===== src/logic/asc_pkg.sv =====
// constants for the anti-shock refresh, gain and mute control block
package asc_pkg;
  // apb register byte offsets
  localparam logic [3:0] ADDR_CTRL = 4'h0;
  localparam logic [3:0] ADDR_ATT  = 4'h4;
  localparam logic [3:0] ADDR_STAT = 4'h8;
  // control register fields
  localparam int B_SON   = 0;
  localparam int B_RDEN  = 1;
  localparam int B_WREN  = 2;
  localparam int B_APPLY = 3;
  localparam int B_SOFT  = 4;
  localparam int B_FMUTE = 5;
  localparam int B_UPPER_BITS_COMPARE_FLAG = 6;
  localparam int B_MODE  = 8;
  localparam int CTRL_W  = 10;
  // status register fields
  localparam int S_GAIN  = 0;
  localparam int S_INIT  = 9;
  localparam int S_ENC   = 10;
  localparam int S_DEC   = 11;
  localparam int S_MUTE  = 12;
  localparam int S_ZERO  = 13;
  localparam int S_PEND  = 14;
  localparam int S_JF    = 15;
  localparam int S_MODE  = 16;
  // reset values and figures
  localparam logic [CTRL_W-1:0] CTRL_RST = 10'h000;
  localparam logic [7:0]  ATT_RST    = 8'h40;
  localparam logic [8:0]  GAIN_UNITY = 9'h100;
  localparam logic [3:0]  INIT_REFRESH_N = 4'hF;
  localparam logic [1:0]  FS_PER_STEP_M1 = 2'h3;
  localparam int    CLK_HZ      = 20_000_000;
  localparam real   FIRST_WR_MS = 0.7;
  localparam int    FIRST_WR_CYC = int'($ceil(FIRST_WR_MS * CLK_HZ / 1000.0));
endpackage


===== src/logic/asc_ctrl.sv =====
// anti-shock dram refresh, mode switch, gain ramp, mute and compare control
//
// The register addresses and register access over APB were chosen for this implementation.
`timescale 1ns/1ps
module asc_ctrl
  import asc_pkg::*;
#(
  parameter int FIRST_WR_CYCLES = FIRST_WR_CYC
) (
  input  wire logic        clk_sys,              // 20 mhz system clock
  input  wire logic        rst_n,                // async reset, active low
  input  wire logic        psel,                 // apb select
  input  wire logic        penable,              // apb enable
  input  wire logic        pwrite,               // apb direction
  input  wire logic [3:0]  paddr,                // apb byte address
  input  wire logic [31:0] pwdata,               // apb write data
  output logic      [31:0] prdata,               // apb read data
  output logic             pready,               // apb ready
  output logic             pslverr,              // apb error, unmapped address
  input  wire logic        input_word_clock,     // word clock pin, fs
  input  wire logic        external_silence_pin, // mute pin, active high
  input  wire logic        valid_data_empty,     // no valid data in dram
  input  wire logic        block_boundary,       // one-cycle pulse at block end
  input  wire logic        sample_valid,         // input sample strobe
  input  wire logic        sample_left,          // strobed sample is left channel
  input  wire logic [15:0] sample_in,            // signed input sample
  input  wire logic [15:0] cmp_stored,           // valid data for compare
  input  wire logic [15:0] cmp_fresh,            // re-read data for compare
  output logic      [15:0] sample_out,           // gained, muted sample
  output logic             sample_out_valid,     // output strobe
  output logic             refresh_pulse,        // ras-only refresh cycle
  output logic             first_write,          // first encode write go
  output logic             decode_read,          // decode read strobe
  output logic             encode_active_flag,   // encode sequence running
  output logic             decode_active_flag,   // decode sequence running
  output logic      [1:0]  compression_mode,     // mode now in force
  output logic             compare_match         // compare result
);

  // the first-write delay counter is sixteen bits wide
  if (FIRST_WR_CYCLES < 1 || FIRST_WR_CYCLES > 65535) begin : g_bad_delay
    $error("FIRST_WR_CYCLES out of range");
  end

  typedef struct packed {
    logic [CTRL_W-1:0] ctrl;
    logic [7:0]        gain_apply_flag;
    logic [1:0]        mode;
    logic              pend;
    logic              zero_blk;
    logic [3:0]        init_cnt;
    logic [15:0]       wr_dly;
    logic              wr_wait;
    logic [8:0]        gain;
    logic [1:0]        div;
    logic              mute;
    logic              jf_armed;
    logic              jf_run;
    logic              prev_son;
    logic              prev_wr;
    logic              prev_soft;
    logic [2:0]        wclk_s;
    logic [1:0]        sil_s;
    logic [1:0]        emp_s;
    logic [31:0]       prdata;
    logic              pready;
    logic              pslverr;
    logic              refresh;
    logic              first_wr;
    logic              dec_rd;
    logic              enc_act;
    logic              dec_act;
    logic [15:0]       dout;
    logic              dvalid;
    logic              cmp_match;
    logic [4:0]        ref_run;
  } state_t;

  state_t q, d;

  logic              son, fs_tick, step_tick, soft_fall, mute_now;
  logic [8:0]        tgt;
  logic signed [25:0] prod;

  function automatic logic mapped(input logic [3:0] a);
    mapped = (a == ADDR_CTRL) || (a == ADDR_ATT) || (a == ADDR_STAT);
  endfunction

  always_comb begin
    d = q;
    son = q.ctrl[B_SON];
    // the first flop of each synchroniser feeds only the second
    d.wclk_s = {q.wclk_s[1:0], input_word_clock};
    d.sil_s  = {q.sil_s[0], external_silence_pin};
    d.emp_s  = {q.emp_s[0], valid_data_empty};
    fs_tick  = q.wclk_s[1] && !q.wclk_s[2];
    step_tick = fs_tick && (q.div == FS_PER_STEP_M1);
    soft_fall = q.prev_soft && !q.ctrl[B_SOFT];
    tgt = q.ctrl[B_APPLY] ? {1'b0, q.gain_apply_flag} : GAIN_UNITY;

    // deferred compression mode switch, followed by a zero block; it sits
    // ahead of the bus write so a mode written on a boundary cycle is kept
    if (!son) begin
      d.mode = q.ctrl[B_MODE +: 2];
      d.pend = 1'b0;
      d.zero_blk = 1'b0;
    end else if (block_boundary) begin
      d.zero_blk = q.pend;
      if (q.pend) begin
        d.mode = q.ctrl[B_MODE +: 2];
        d.pend = 1'b0;
      end
    end

    // apb: one wait state, write lands at the edge that samples pready
    d.pready = 1'b0;
    if (psel && penable && !q.pready) begin
      d.pready  = 1'b1;
      d.pslverr = !mapped(paddr);
      d.prdata  = 32'h0000_0000;
      if (!pwrite) begin
        unique case (paddr)
          ADDR_CTRL: d.prdata[CTRL_W-1:0] = q.ctrl;
          ADDR_ATT:  d.prdata[7:0] = q.gain_apply_flag;
          ADDR_STAT: begin
            d.prdata[S_GAIN +: 9] = q.gain;
            d.prdata[S_INIT] = (q.init_cnt != 4'h0);
            d.prdata[S_ENC]  = q.enc_act;
            d.prdata[S_DEC]  = q.dec_act;
            d.prdata[S_MUTE] = q.mute;
            d.prdata[S_ZERO] = q.zero_blk;
            d.prdata[S_PEND] = q.pend;
            d.prdata[S_JF]   = q.jf_run;
            d.prdata[S_MODE +: 2] = q.mode;
          end
          default: d.prdata = 32'h0000_0000;
        endcase
      end
    end
    if (psel && penable && q.pready && pwrite) begin
      if (paddr == ADDR_CTRL) begin
        d.ctrl = pwdata[CTRL_W-1:0];
        // mode write in shock-proof waits for a block boundary
        if (pwdata[B_MODE +: 2] != q.mode) begin
          d.pend = pwdata[B_SON];
        end
      end
      if (paddr == ADDR_ATT) begin
        d.gain_apply_flag = pwdata[7:0];
      end
    end
    d.prev_son  = son;
    d.prev_wr   = q.ctrl[B_WREN];
    d.prev_soft = q.ctrl[B_SOFT];

    // initialization refresh: the only dedicated refresh cycles
    d.refresh = son && (q.init_cnt != 4'h0);
    d.ref_run = q.refresh ? q.ref_run + 5'h01 : 5'h00;
    if (q.init_cnt != 4'h0) begin
      d.init_cnt = q.init_cnt - 4'h1;
    end
    if (son && !q.prev_son) begin
      d.init_cnt = INIT_REFRESH_N;
    end
    d.first_wr = 1'b0;
    if (son && q.prev_son && !q.ctrl[B_RDEN] && !q.prev_wr && q.ctrl[B_WREN]) begin
      d.init_cnt = INIT_REFRESH_N;
      d.wr_wait  = 1'b1;
      d.wr_dly   = 16'(FIRST_WR_CYCLES - 1);
    end else if (q.wr_wait) begin
      d.wr_dly = q.wr_dly - 16'h0001;
      if (q.wr_dly == 16'h0000) begin
        d.wr_wait  = 1'b0;
        d.first_wr = son && q.ctrl[B_WREN];
      end
    end
    // only leaving shock-proof cuts the refresh run short; dropping write
    // enable merely abandons a first write still waiting
    if (!son) begin
      d.init_cnt = 4'h0;
      d.wr_wait  = 1'b0;
    end else if (!q.ctrl[B_WREN]) begin
      d.wr_wait = 1'b0;
    end

    // access activity; dram reads are the refresh, paced by fs
    d.enc_act = son && q.ctrl[B_WREN];
    d.dec_act = son && q.ctrl[B_RDEN] && !q.emp_s[1];
    d.dec_rd  = d.dec_act && fs_tick;

    // through-mode jitter-free timing restarts after enable falls
    if (q.prev_son && !son) begin
      d.jf_armed = 1'b1;
      d.jf_run   = 1'b0;
    end else if (q.jf_armed && fs_tick) begin
      d.jf_armed = 1'b0;
      d.jf_run   = 1'b1;
    end

    // gain ramp, soft mute and release jump
    if (fs_tick) begin
      d.div = q.div + 2'h1;
    end
    if (soft_fall) begin
      d.gain = tgt;
    end else if (step_tick) begin
      if (q.ctrl[B_SOFT]) begin
        if (q.gain != 9'h000) begin
          d.gain = q.gain - 9'h001;
        end
      end else if (q.gain < tgt) begin
        d.gain = q.gain + 9'h001;
      end else if (q.gain > tgt) begin
        d.gain = q.gain - 9'h001;
      end
    end

    // mute is only re-evaluated at a left word so l/r stay paired
    mute_now = q.mute;
    if (sample_valid && sample_left) begin
      mute_now = q.sil_s[1] || q.ctrl[B_FMUTE] || (son && q.emp_s[1]);
    end
    d.mute = mute_now;
    prod = $signed(sample_in) * $signed({1'b0, q.gain});
    d.dvalid = sample_valid && (son || q.jf_run);
    if (sample_valid) begin
      d.dout = (mute_now || q.zero_blk) ? 16'h0000 : prod[23:8];
    end

    // compare drops the low nibble when the flag is set
    d.cmp_match = q.ctrl[B_UPPER_BITS_COMPARE_FLAG] ? (cmp_stored[15:4] == cmp_fresh[15:4])
                                  : (cmp_stored == cmp_fresh);
  end

  always_ff @(posedge clk_sys or negedge rst_n) begin
    if (!rst_n) begin
      q <= '0;
      q.ctrl <= CTRL_RST;
      q.gain_apply_flag  <= ATT_RST;
      q.gain <= GAIN_UNITY;
      q.jf_armed <= 1'b1;
    end else begin
      q <= d;
    end
  end

  assign prdata             = q.prdata;
  assign pready             = q.pready;
  assign pslverr            = q.pslverr;
  assign sample_out         = q.dout;
  assign sample_out_valid   = q.dvalid;
  assign refresh_pulse      = q.refresh;
  assign first_write        = q.first_wr;
  assign decode_read        = q.dec_rd;
  assign encode_active_flag = q.enc_act;
  assign decode_active_flag = q.dec_act;
  assign compression_mode   = q.mode;
  assign compare_match      = q.cmp_match;
endmodule // asc_ctrl


===== config.mk =====
export PLATFORM = sky130hd
export DESIGN_NAME = asc_ctrl
export DESIGN_NICKNAME = d
export VERILOG_FILES = /design/src/logic/asc_pkg.sv /design/src/logic/asc_ctrl.sv
export SDC_FILE = /design/constraint.sdc
export NUM_CORES = 1
export LEC_CHECK = 0
export BUFFER_PORTS_ARGS = -buffer_cell sky130_fd_sc_hd__buf_4
export CORE_MARGIN = 5
export CORE_UTILIZATION = 35
export DETAILED_ROUTE_END_ITERATION = 8
export MAX_ROUTING_LAYER = met4
export PLACE_DENSITY = 0.49
export SYNTH_ARGS = -nofsm -noshare
export SYNTH_HDL_FRONTEND = slang
export SYNTH_SLANG_ARGS = --single-unit

===== constraint.sdc =====
create_clock -name clk_sys -period 9.5 [get_ports clk_sys]
set_input_delay 2.375 -clock clk_sys [delete_from_list [all_inputs] [get_ports clk_sys]]
set_output_delay 2.375 -clock clk_sys [all_outputs]
set_load 0.05 [all_outputs]

==> results of run 1 <==
==> layer usage <==
metal  vias to the layer above  GRT usage [%]  wire (um)
li1                       3694              -          -
met1                      3780           22.9      12400
met2                       141           25.8      12300
met3                        12           2.29        976
met4                         0           2.52        203
met5                         -              -          0
==> stage by stage <==
stage	hold WS (ns)	instances
2_1_floorplan	0.331	1148
5_1_grt	0.366	1578
6_report	0.354	1578
3_3_place_gp	0.338	1562
3_5_place_dp	0.338	1562
4_1_cts	0.356	1578
==> layout by cell type (no fill, tap or decap), drive strengths merged, types with 3 or more instances in the layout <==
master  instances
a22o           18
nand2b          7
nor3           13
o22ai          14
ha             65
nand3          19
nand4          10
conb           14
a221oi          3
mux2i          12
nor4           14
nor2b           3
clkinv          4
o21ai          30
and3           12
clkbuf         10
a21o           10
nor4b           3
nor2           27
dfstp           3
or3             8
nand3b          3
dfrtp         107
and2           73
mux2           19
xnor2          40
a21oi          27
inv           161
a22oi           3
o211ai          3
a31oi           7
fa            114
nand2         133
xor2           21
buf           126
nor3b           6
a211oi          7
or4             6
==> layout make-up <==
class | count | area [um2]
flip-flops and latches | 110 | 2760
well taps | 396 | 495
fillers | 3075 | 18500
clock buffers | 10 | 229
multi-input cells | 770 | 6760
clock inverters | 6 | 91.3
repair buffers | 126 | 946
inverters | 160 | 601
==> sequential cells by signal, summed over array words and instances (netlist names), 2 cells and up <==
register / flops
prdata: 18
sample_out: 16
compression_mode: 2
d: 7
q: 58
==> worst min path at each step <==
stage	start	endpoint	slack, ns	cells past startpoint
2_1_floorplan	d[67]	d[68]	0.33	0
3_3_place_gp	d[67]	d[68]	0.34	0
3_5_place_dp	d[67]	d[68]	0.34	0
4_1_cts	d[67]	d[68]	0.36	0
5_1_grt	d[65]	q[65]	0.37	0
6_report	d[67]	d[68]	0.35	0
==> cell families (layout without fill, tap and decap cells) <==
family          count (synthesis)  count (layout)  share of synthesized area (%)
simple gates                  343             343                           16.5
buf+inv                       268             302                           11.6
fa+ha+maj                     179             179                           29.0
compound gates                142             142                           8.98
flops                         110             110                           25.8
xor+xnor                       61              61                           5.00
mux                            31              31                           3.13
other cells                     1              14                         0.0351
==> flow_summary.ini, run 1 <==
[status]
status = finished, final reports clean

[sta]
fmax_mhz = 140
setup_tns_ns = 0
slew_headroom_pct = 29.4
fin_skew_ns = 0.00797
worst_pin_slew_ns = 1.05
slew_violations = 0
setup_violations = 0
worst_slack_ns = 2.38
post-route-min-period_ns = 7.12
rsz0062_at_grt = false
finalHoldViolCount = 0
finalCritPeriodShare_pct = 75.0

[worst_setup_path]
worst-path-stages = 20
slowest_stage = fa_1
crit_family = adder cells
cp-end-kind = register
path_buf_inv = 6
critical_path_required_ns = 9.75
max_stage_delay_ns = 0.55
critPathLaunch = sample_in[5]
path_cells = buf_4, nand2_1, fa_1, inv_1, fa_1, inv_1, fa_1, inv_1, fa_1, inv_1, fa_1, inv_1, ha_1, nand2_1, a21oi_1, o2111ai_1, o211ai_2, a31oi_1, and4b_1, or3_1
crit_fanout = 9
reg2reg_slack_ns = 3.57
rr_endpoint = sample_out[13]
reg2reg_depth = 17
cp_data_arrival_time_ns = 7.37
worstReg2RegStart = q[78]
worstSetupEndpoint = sample_out[13]
criticalPathCategory = input port to register
critPathLaunchType = input port

[layout]
fin_area_um2 = 11900
final_util_pct = 39.1
synthToLayoutAreaGrowth_pct = 11.1
antenna_cells = 0
drive_gt1_share_pct = 14.8
finalNetCount = 1451

[cts]
cts_sinks = 110
cts_resized = 0
cts_tree = built
root_buffer = clkbuf_16
numCtsBuffers = 9
cts_hold_buffers = 0
cts_htree_levels = 3
clk_pin_slew_worst_paths_ns = 0.08
clk_latency_ns = 0.37
clock_path_buffers = 2
post_cts.repair.setup_buffers = 0

[route]
wl_per_cell_um = 16.4
drc = 0
drt-vias-per-instance = 4.83
first_pass_iters = 5
via_count = 7627
drtAntennaViolNets = 0
drtIter0Drc = 300
drt_wl_total_um = 25800

[synth]
synth_cells = 1135
synth-async-reset-ratio_pct = 100
yosysTopAreaCellShare_pct = 25.0
synth_top_area_cell = dfrtp_1
synth-main-ff-cell = dfrtp_1
synth-seq-area-share_pct = 25.8
synthesis.area_um2 = 10700
synth_area_per_cell_um2 = 9.42
ys_warn_count = 0
synth_edf_count = 0
yosys-top-cells-area = dfrtp_1 25%, fa_1 21%, ha_1 7.6%
post-synth-top-count-cell = inv_1
synth_seq_cells = 110
synth_cell_type_count = 69
synthTopCellsByCount = 159 x inv_1, 133 x nand2_1, 114 x fa_1

[grt]
grt_max_degree = 67
antenna_found_initial = 0
track_usage_pct = 16.3
grt_pass1_wl_um = 43100
grt.overflow.total = 0
grt_pass1_vias = 7972

[floorplanning]
dieArea_um2 = 34100
rows = 64
die_y_um = 185
die-width_um = 185
coreArea_um2 = 30300
initial_utilization_pct = 35.2
io_pins = 154

[placement]
preCtsSetupSlack_ns = 1.93
finalWeightedCongestion = 0.805
dp_hpwl_um = 20000
port_buffers = 117
post_dp_cell_area_um2 = 11600

[worst_hold_path]
min-delay-path-class = register to register

[job]
max_cap_violations = 0
Power of run 1 is left out: the tool's default activity adds up to more than one toggle a clock period on the data nets, which glitch-free logic cannot reach.
==> inputs of run 2 (changes only) <==
Clock period 9.5 ns to 6.8 ns, I/O delays scaled along.
==> flow_summary.ini, run 2 (synthesis gave the netlist of run 1 again) <==
[grt]
grt_max_degree = 60
antenna_found_initial = 0
grt.overflow.total = 0
grt_pass1_vias = 8143
grt_pass1_wl_um = 42900
track_usage_pct = 16.0

[layout]
synthToLayoutAreaGrowth_pct = 11.4
antenna_cells = 0
largest_register_ffs = 58
multi_input_area_um2 = 6760
finalNetCount = 1457
final_common_cell = inv_1
register_area_um2 = 2760
fillers = 3075
drive_gt1_share_pct = 15.3
regMostFlops = q
mostFrequentLayoutCells = 159 x inv_1, 133 x nand2_1, 132 x buf_4, 114 x fa_1, 107 x dfrtp_1

[sta]
holdWs_ns = 0.354
setup_violations = 0
post-route-min-period_ns = 6.30
fmax_mhz = 159
setup_tns_ns = 0
slew_violations = 0
finalHoldViolCount = 0
slew_headroom_pct = 28.4
fin_skew_ns = 0.0197
rsz0062_at_grt = false
worst_pin_slew_ns = 1.07
finalCritPeriodShare_pct = 92.6

[placement]
dp_hpwl_um = 20100
finalWeightedCongestion = 0.825
port_buffers = 117

[floorplanning]
coreArea_um2 = 30300
dieArea_um2 = 34100
initial_utilization_pct = 35.2
rows = 64
die-width_um = 185
die_y_um = 185
io_pins = 154

[status]
status = finished, final reports clean

[route]
drtAntennaViolNets = 0
drt-vias-per-instance = 4.82
drtIter0Drc = 293
wl_per_cell_um = 16.0
first_pass_iters = 4
drt_wl_total_um = 25300
via_count = 7633
drc = 0

[worst_setup_path]
crit_fanout = 9
cp-end-kind = register
critical_path_required_ns = 7.00
cp_data_arrival_time_ns = 6.50
criticalPathCategory = input port to register
critPathLaunchType = input port

[cts]
numCtsBuffers = 9
root_buffer = clkbuf_16
cts_htree_levels = 3
clk_pin_slew_worst_paths_ns = 0.08
cts_tree = built
cts_sinks = 110
cts_resized = 0
clk_latency_ns = 0.37
post_cts.repair.setup_buffers = 0
clock_path_buffers = 2
cts_hold_buffers = 0

[worst_hold_path]
min-delay-path-class = register to register

[job]
max_cap_violations = 0
[run 2: path summary, 6_finish.rpt]
check / slack [ns] / startpoint / endpoint / depth (start not counted)
hold reg to reg: 0.35 / d[67] / d[68] / 0
min in group asynchronous: 1.38 / rst_n / sample_out[10] / 1
hold / removal: 0.35 / d[67] / d[68] / 0
setup / recovery: 0.50 / sample_in[6] / sample_out[10] / 19
max in group asynchronous: 4.20 / rst_n / prdata[13] / 2
setup reg to reg: 1.08 / q[78] / sample_out[13] / 17
[run 2: final cells by class]
cell class / instances / share of cell area (%)
Sequential cell: 110 / 23.1
Clock buffer: 9 / 1.89
Tap cell: 396 / 4.16
Multi-Input combinational cell: 770 / 56.7
Inverter: 160 / 5.04
Timing Repair Buffer: 132 / 8.32
Clock inverter: 7 / 0.746
[run 2: routing by layer]
layer,track usage [%],up-vias,routed length [um]
met5,-,-,0
met4,2.41,0,204
met3,1.93,13,781
met2,26.6,130,12200
met1,21.6,3774,12100
li1,-,3716,-
[run 2: critical path: stages]
cell and delay, ns:
buf_4 0.17, nand2_1 0.10, fa_1 0.57, inv_1 0.05, fa_1 0.46, fa_1 0.52, fa_1 0.54, inv_1 0.05
fa_1 0.53, inv_1 0.04, ha_1 0.29, a21o_1 0.18, a21o_1 0.21, a21oi_1 0.18, o211ai_2 0.13, buf_4 0.17
a221oi_1 0.29, xor2_1 0.22, o22ai_1 0.09
[run 2: per-stage QoR]
step                      instances  cell area [um2]  setup slack, ns  utilization (%)
after floorplan                1148            10700            0.213                -
after global placement         1568            11600            0.116             38.2
after detailed placement       1568            11600           0.0838             38.2
after CTS                      1584            11900            0.466             39.3
after global routing           1584            11900            0.212             39.3
final                          1584            11900            0.504             39.3
Power of run 2 is left out for the same reason.
==> inputs of run 3 (changes only) <==
==> constraint.sdc (replaced) <==
create_clock -name clk_sys -period 6.8 [get_ports clk_sys]
set_input_delay 1.36 -clock clk_sys [delete_from_list [all_inputs] [get_ports clk_sys]]
set_output_delay 1.36 -clock clk_sys [all_outputs]
set_load 0.05 [all_outputs]
==> flow_summary.ini, run 3 (synthesis gave the netlist of run 1 again) <==
[floorplanning]
initial_utilization_pct = 35.2
coreArea_um2 = 30300
rows = 64
die_y_um = 185
die-width_um = 185
io_pins = 154
dieArea_um2 = 34100

[sta]
fin_skew_ns = 0.0151
slew_headroom_pct = 32.5
slew_violations = 0
rsz0062_at_grt = false
finalHoldViolCount = 0
setup_tns_ns = 0
post-route-min-period_ns = 6.13
setup_violations = 0
finalCritPeriodShare_pct = 90.2
fmax_mhz = 163
worst_pin_slew_ns = 1.01

[route]
wl_per_cell_um = 16.2
drtIter0Drc = 320
drt-vias-per-instance = 4.80
via_count = 7577
drtAntennaViolNets = 0
drc = 0
first_pass_iters = 4
drt_wl_total_um = 25600

[worst_setup_path]
cp-end-kind = register
critPathLaunchType = input port
critical_path_required_ns = 7.04
slowest_stage = fa_1
criticalPathCategory = input port to register
cp_data_arrival_time_ns = 6.37
max_stage_delay_ns = 0.56
path_buf_inv = 6
crit_family = adder cells
crit_fanout = 9
reg2reg_slack_ns = 1.04
path_cells = buf_4, nand2_1, fa_1, inv_1, fa_1, inv_1, fa_1, inv_1, fa_1, inv_1, fa_1, inv_1, ha_1, nand2_1, a21oi_1, o2111ai_1, o211ai_2, a31oi_1, and4b_1, or3_1

[cts]
root_buffer = clkbuf_16
numCtsBuffers = 9
cts_resized = 0
post_cts.repair.setup_buffers = 0
cts_htree_levels = 3
clk_latency_ns = 0.37
clock_path_buffers = 2
cts_sinks = 110
clk_pin_slew_worst_paths_ns = 0.08
cts_hold_buffers = 0
cts_tree = built

[placement]
finalWeightedCongestion = 0.818
post_dp_cell_area_um2 = 11600
dp_hpwl_um = 20200
port_buffers = 117
dp_cells = 1564

[grt]
grt_pass1_wl_um = 42700
antenna_found_initial = 0
grt_pass1_vias = 8079
grt.overflow.total = 0
met1_usage_pct = 21.1
grt_util_met2_pct = 26.9
top_usage_layer = met2
grt_use_met3_pct = 2.53
grt_max_degree = 61
track_usage_pct = 16.1

[layout]
fin_area_um2 = 11900
regMostFlops = q
final_util_pct = 39.1
synthToLayoutAreaGrowth_pct = 10.9
finalNetCount = 1453
mostFrequentLayoutCells = 159 x inv_1, 133 x nand2_1, 128 x buf_4, 114 x fa_1, 107 x dfrtp_1
final_common_cell = inv_1
largest_register_ffs = 58
fillers = 3065
fin_cells = 1580
antenna_cells = 0
drive_gt1_share_pct = 14.9

[worst_hold_path]
min-delay-path-class = register to register

[status]
status = finished, final reports clean

[job]
max_cap_violations = 0
[run 3: final cells by class]
class                   count  area [um2]  area share (%)
clock buffers              10         229            1.93
clock inverters             6        61.3           0.517
inverters                 160         601            5.06
multi-input cells         770        6760            57.0
flip-flops and latches    110        2760            23.2
well taps                 396         495            4.18
repair buffers            128         961            8.10
[run 3: worst paths after layout]
| kind | startpoint | to | cells after the start |
|---|---|---|---|
| worst min-delay path | d[67] | d[68] | 0 |
| min in group asynchronous | rst_n | sample_out[9] | 1 |
| worst min register to register | d[67] | d[68] | 0 |
| worst max-delay path | sample_in[5] | sample_out[13] | 20 |
| worst max register to register | q[79] | sample_out[13] | 19 |
| max in group asynchronous | rst_n | q[97] | 2 |
[run 3: layer usage]
metal  up-vias  part of all wire [%]
li1       3706                     -
met2       137                    48
met1      3717                    48
met5         -                     0
met4         0                   1.1
met3        17                   3.5
[run 3: stage by stage]
step	hold WS, ns	setup slack (ns)
2_1_floorplan	0.331	0.553
3_3_place_gp	0.337	0.286
3_5_place_dp	0.343	0.255
4_1_cts	0.354	0.642
5_1_grt	0.362	0.378
6_report	0.356	0.666
Power of run 3 is left out for the same reason.
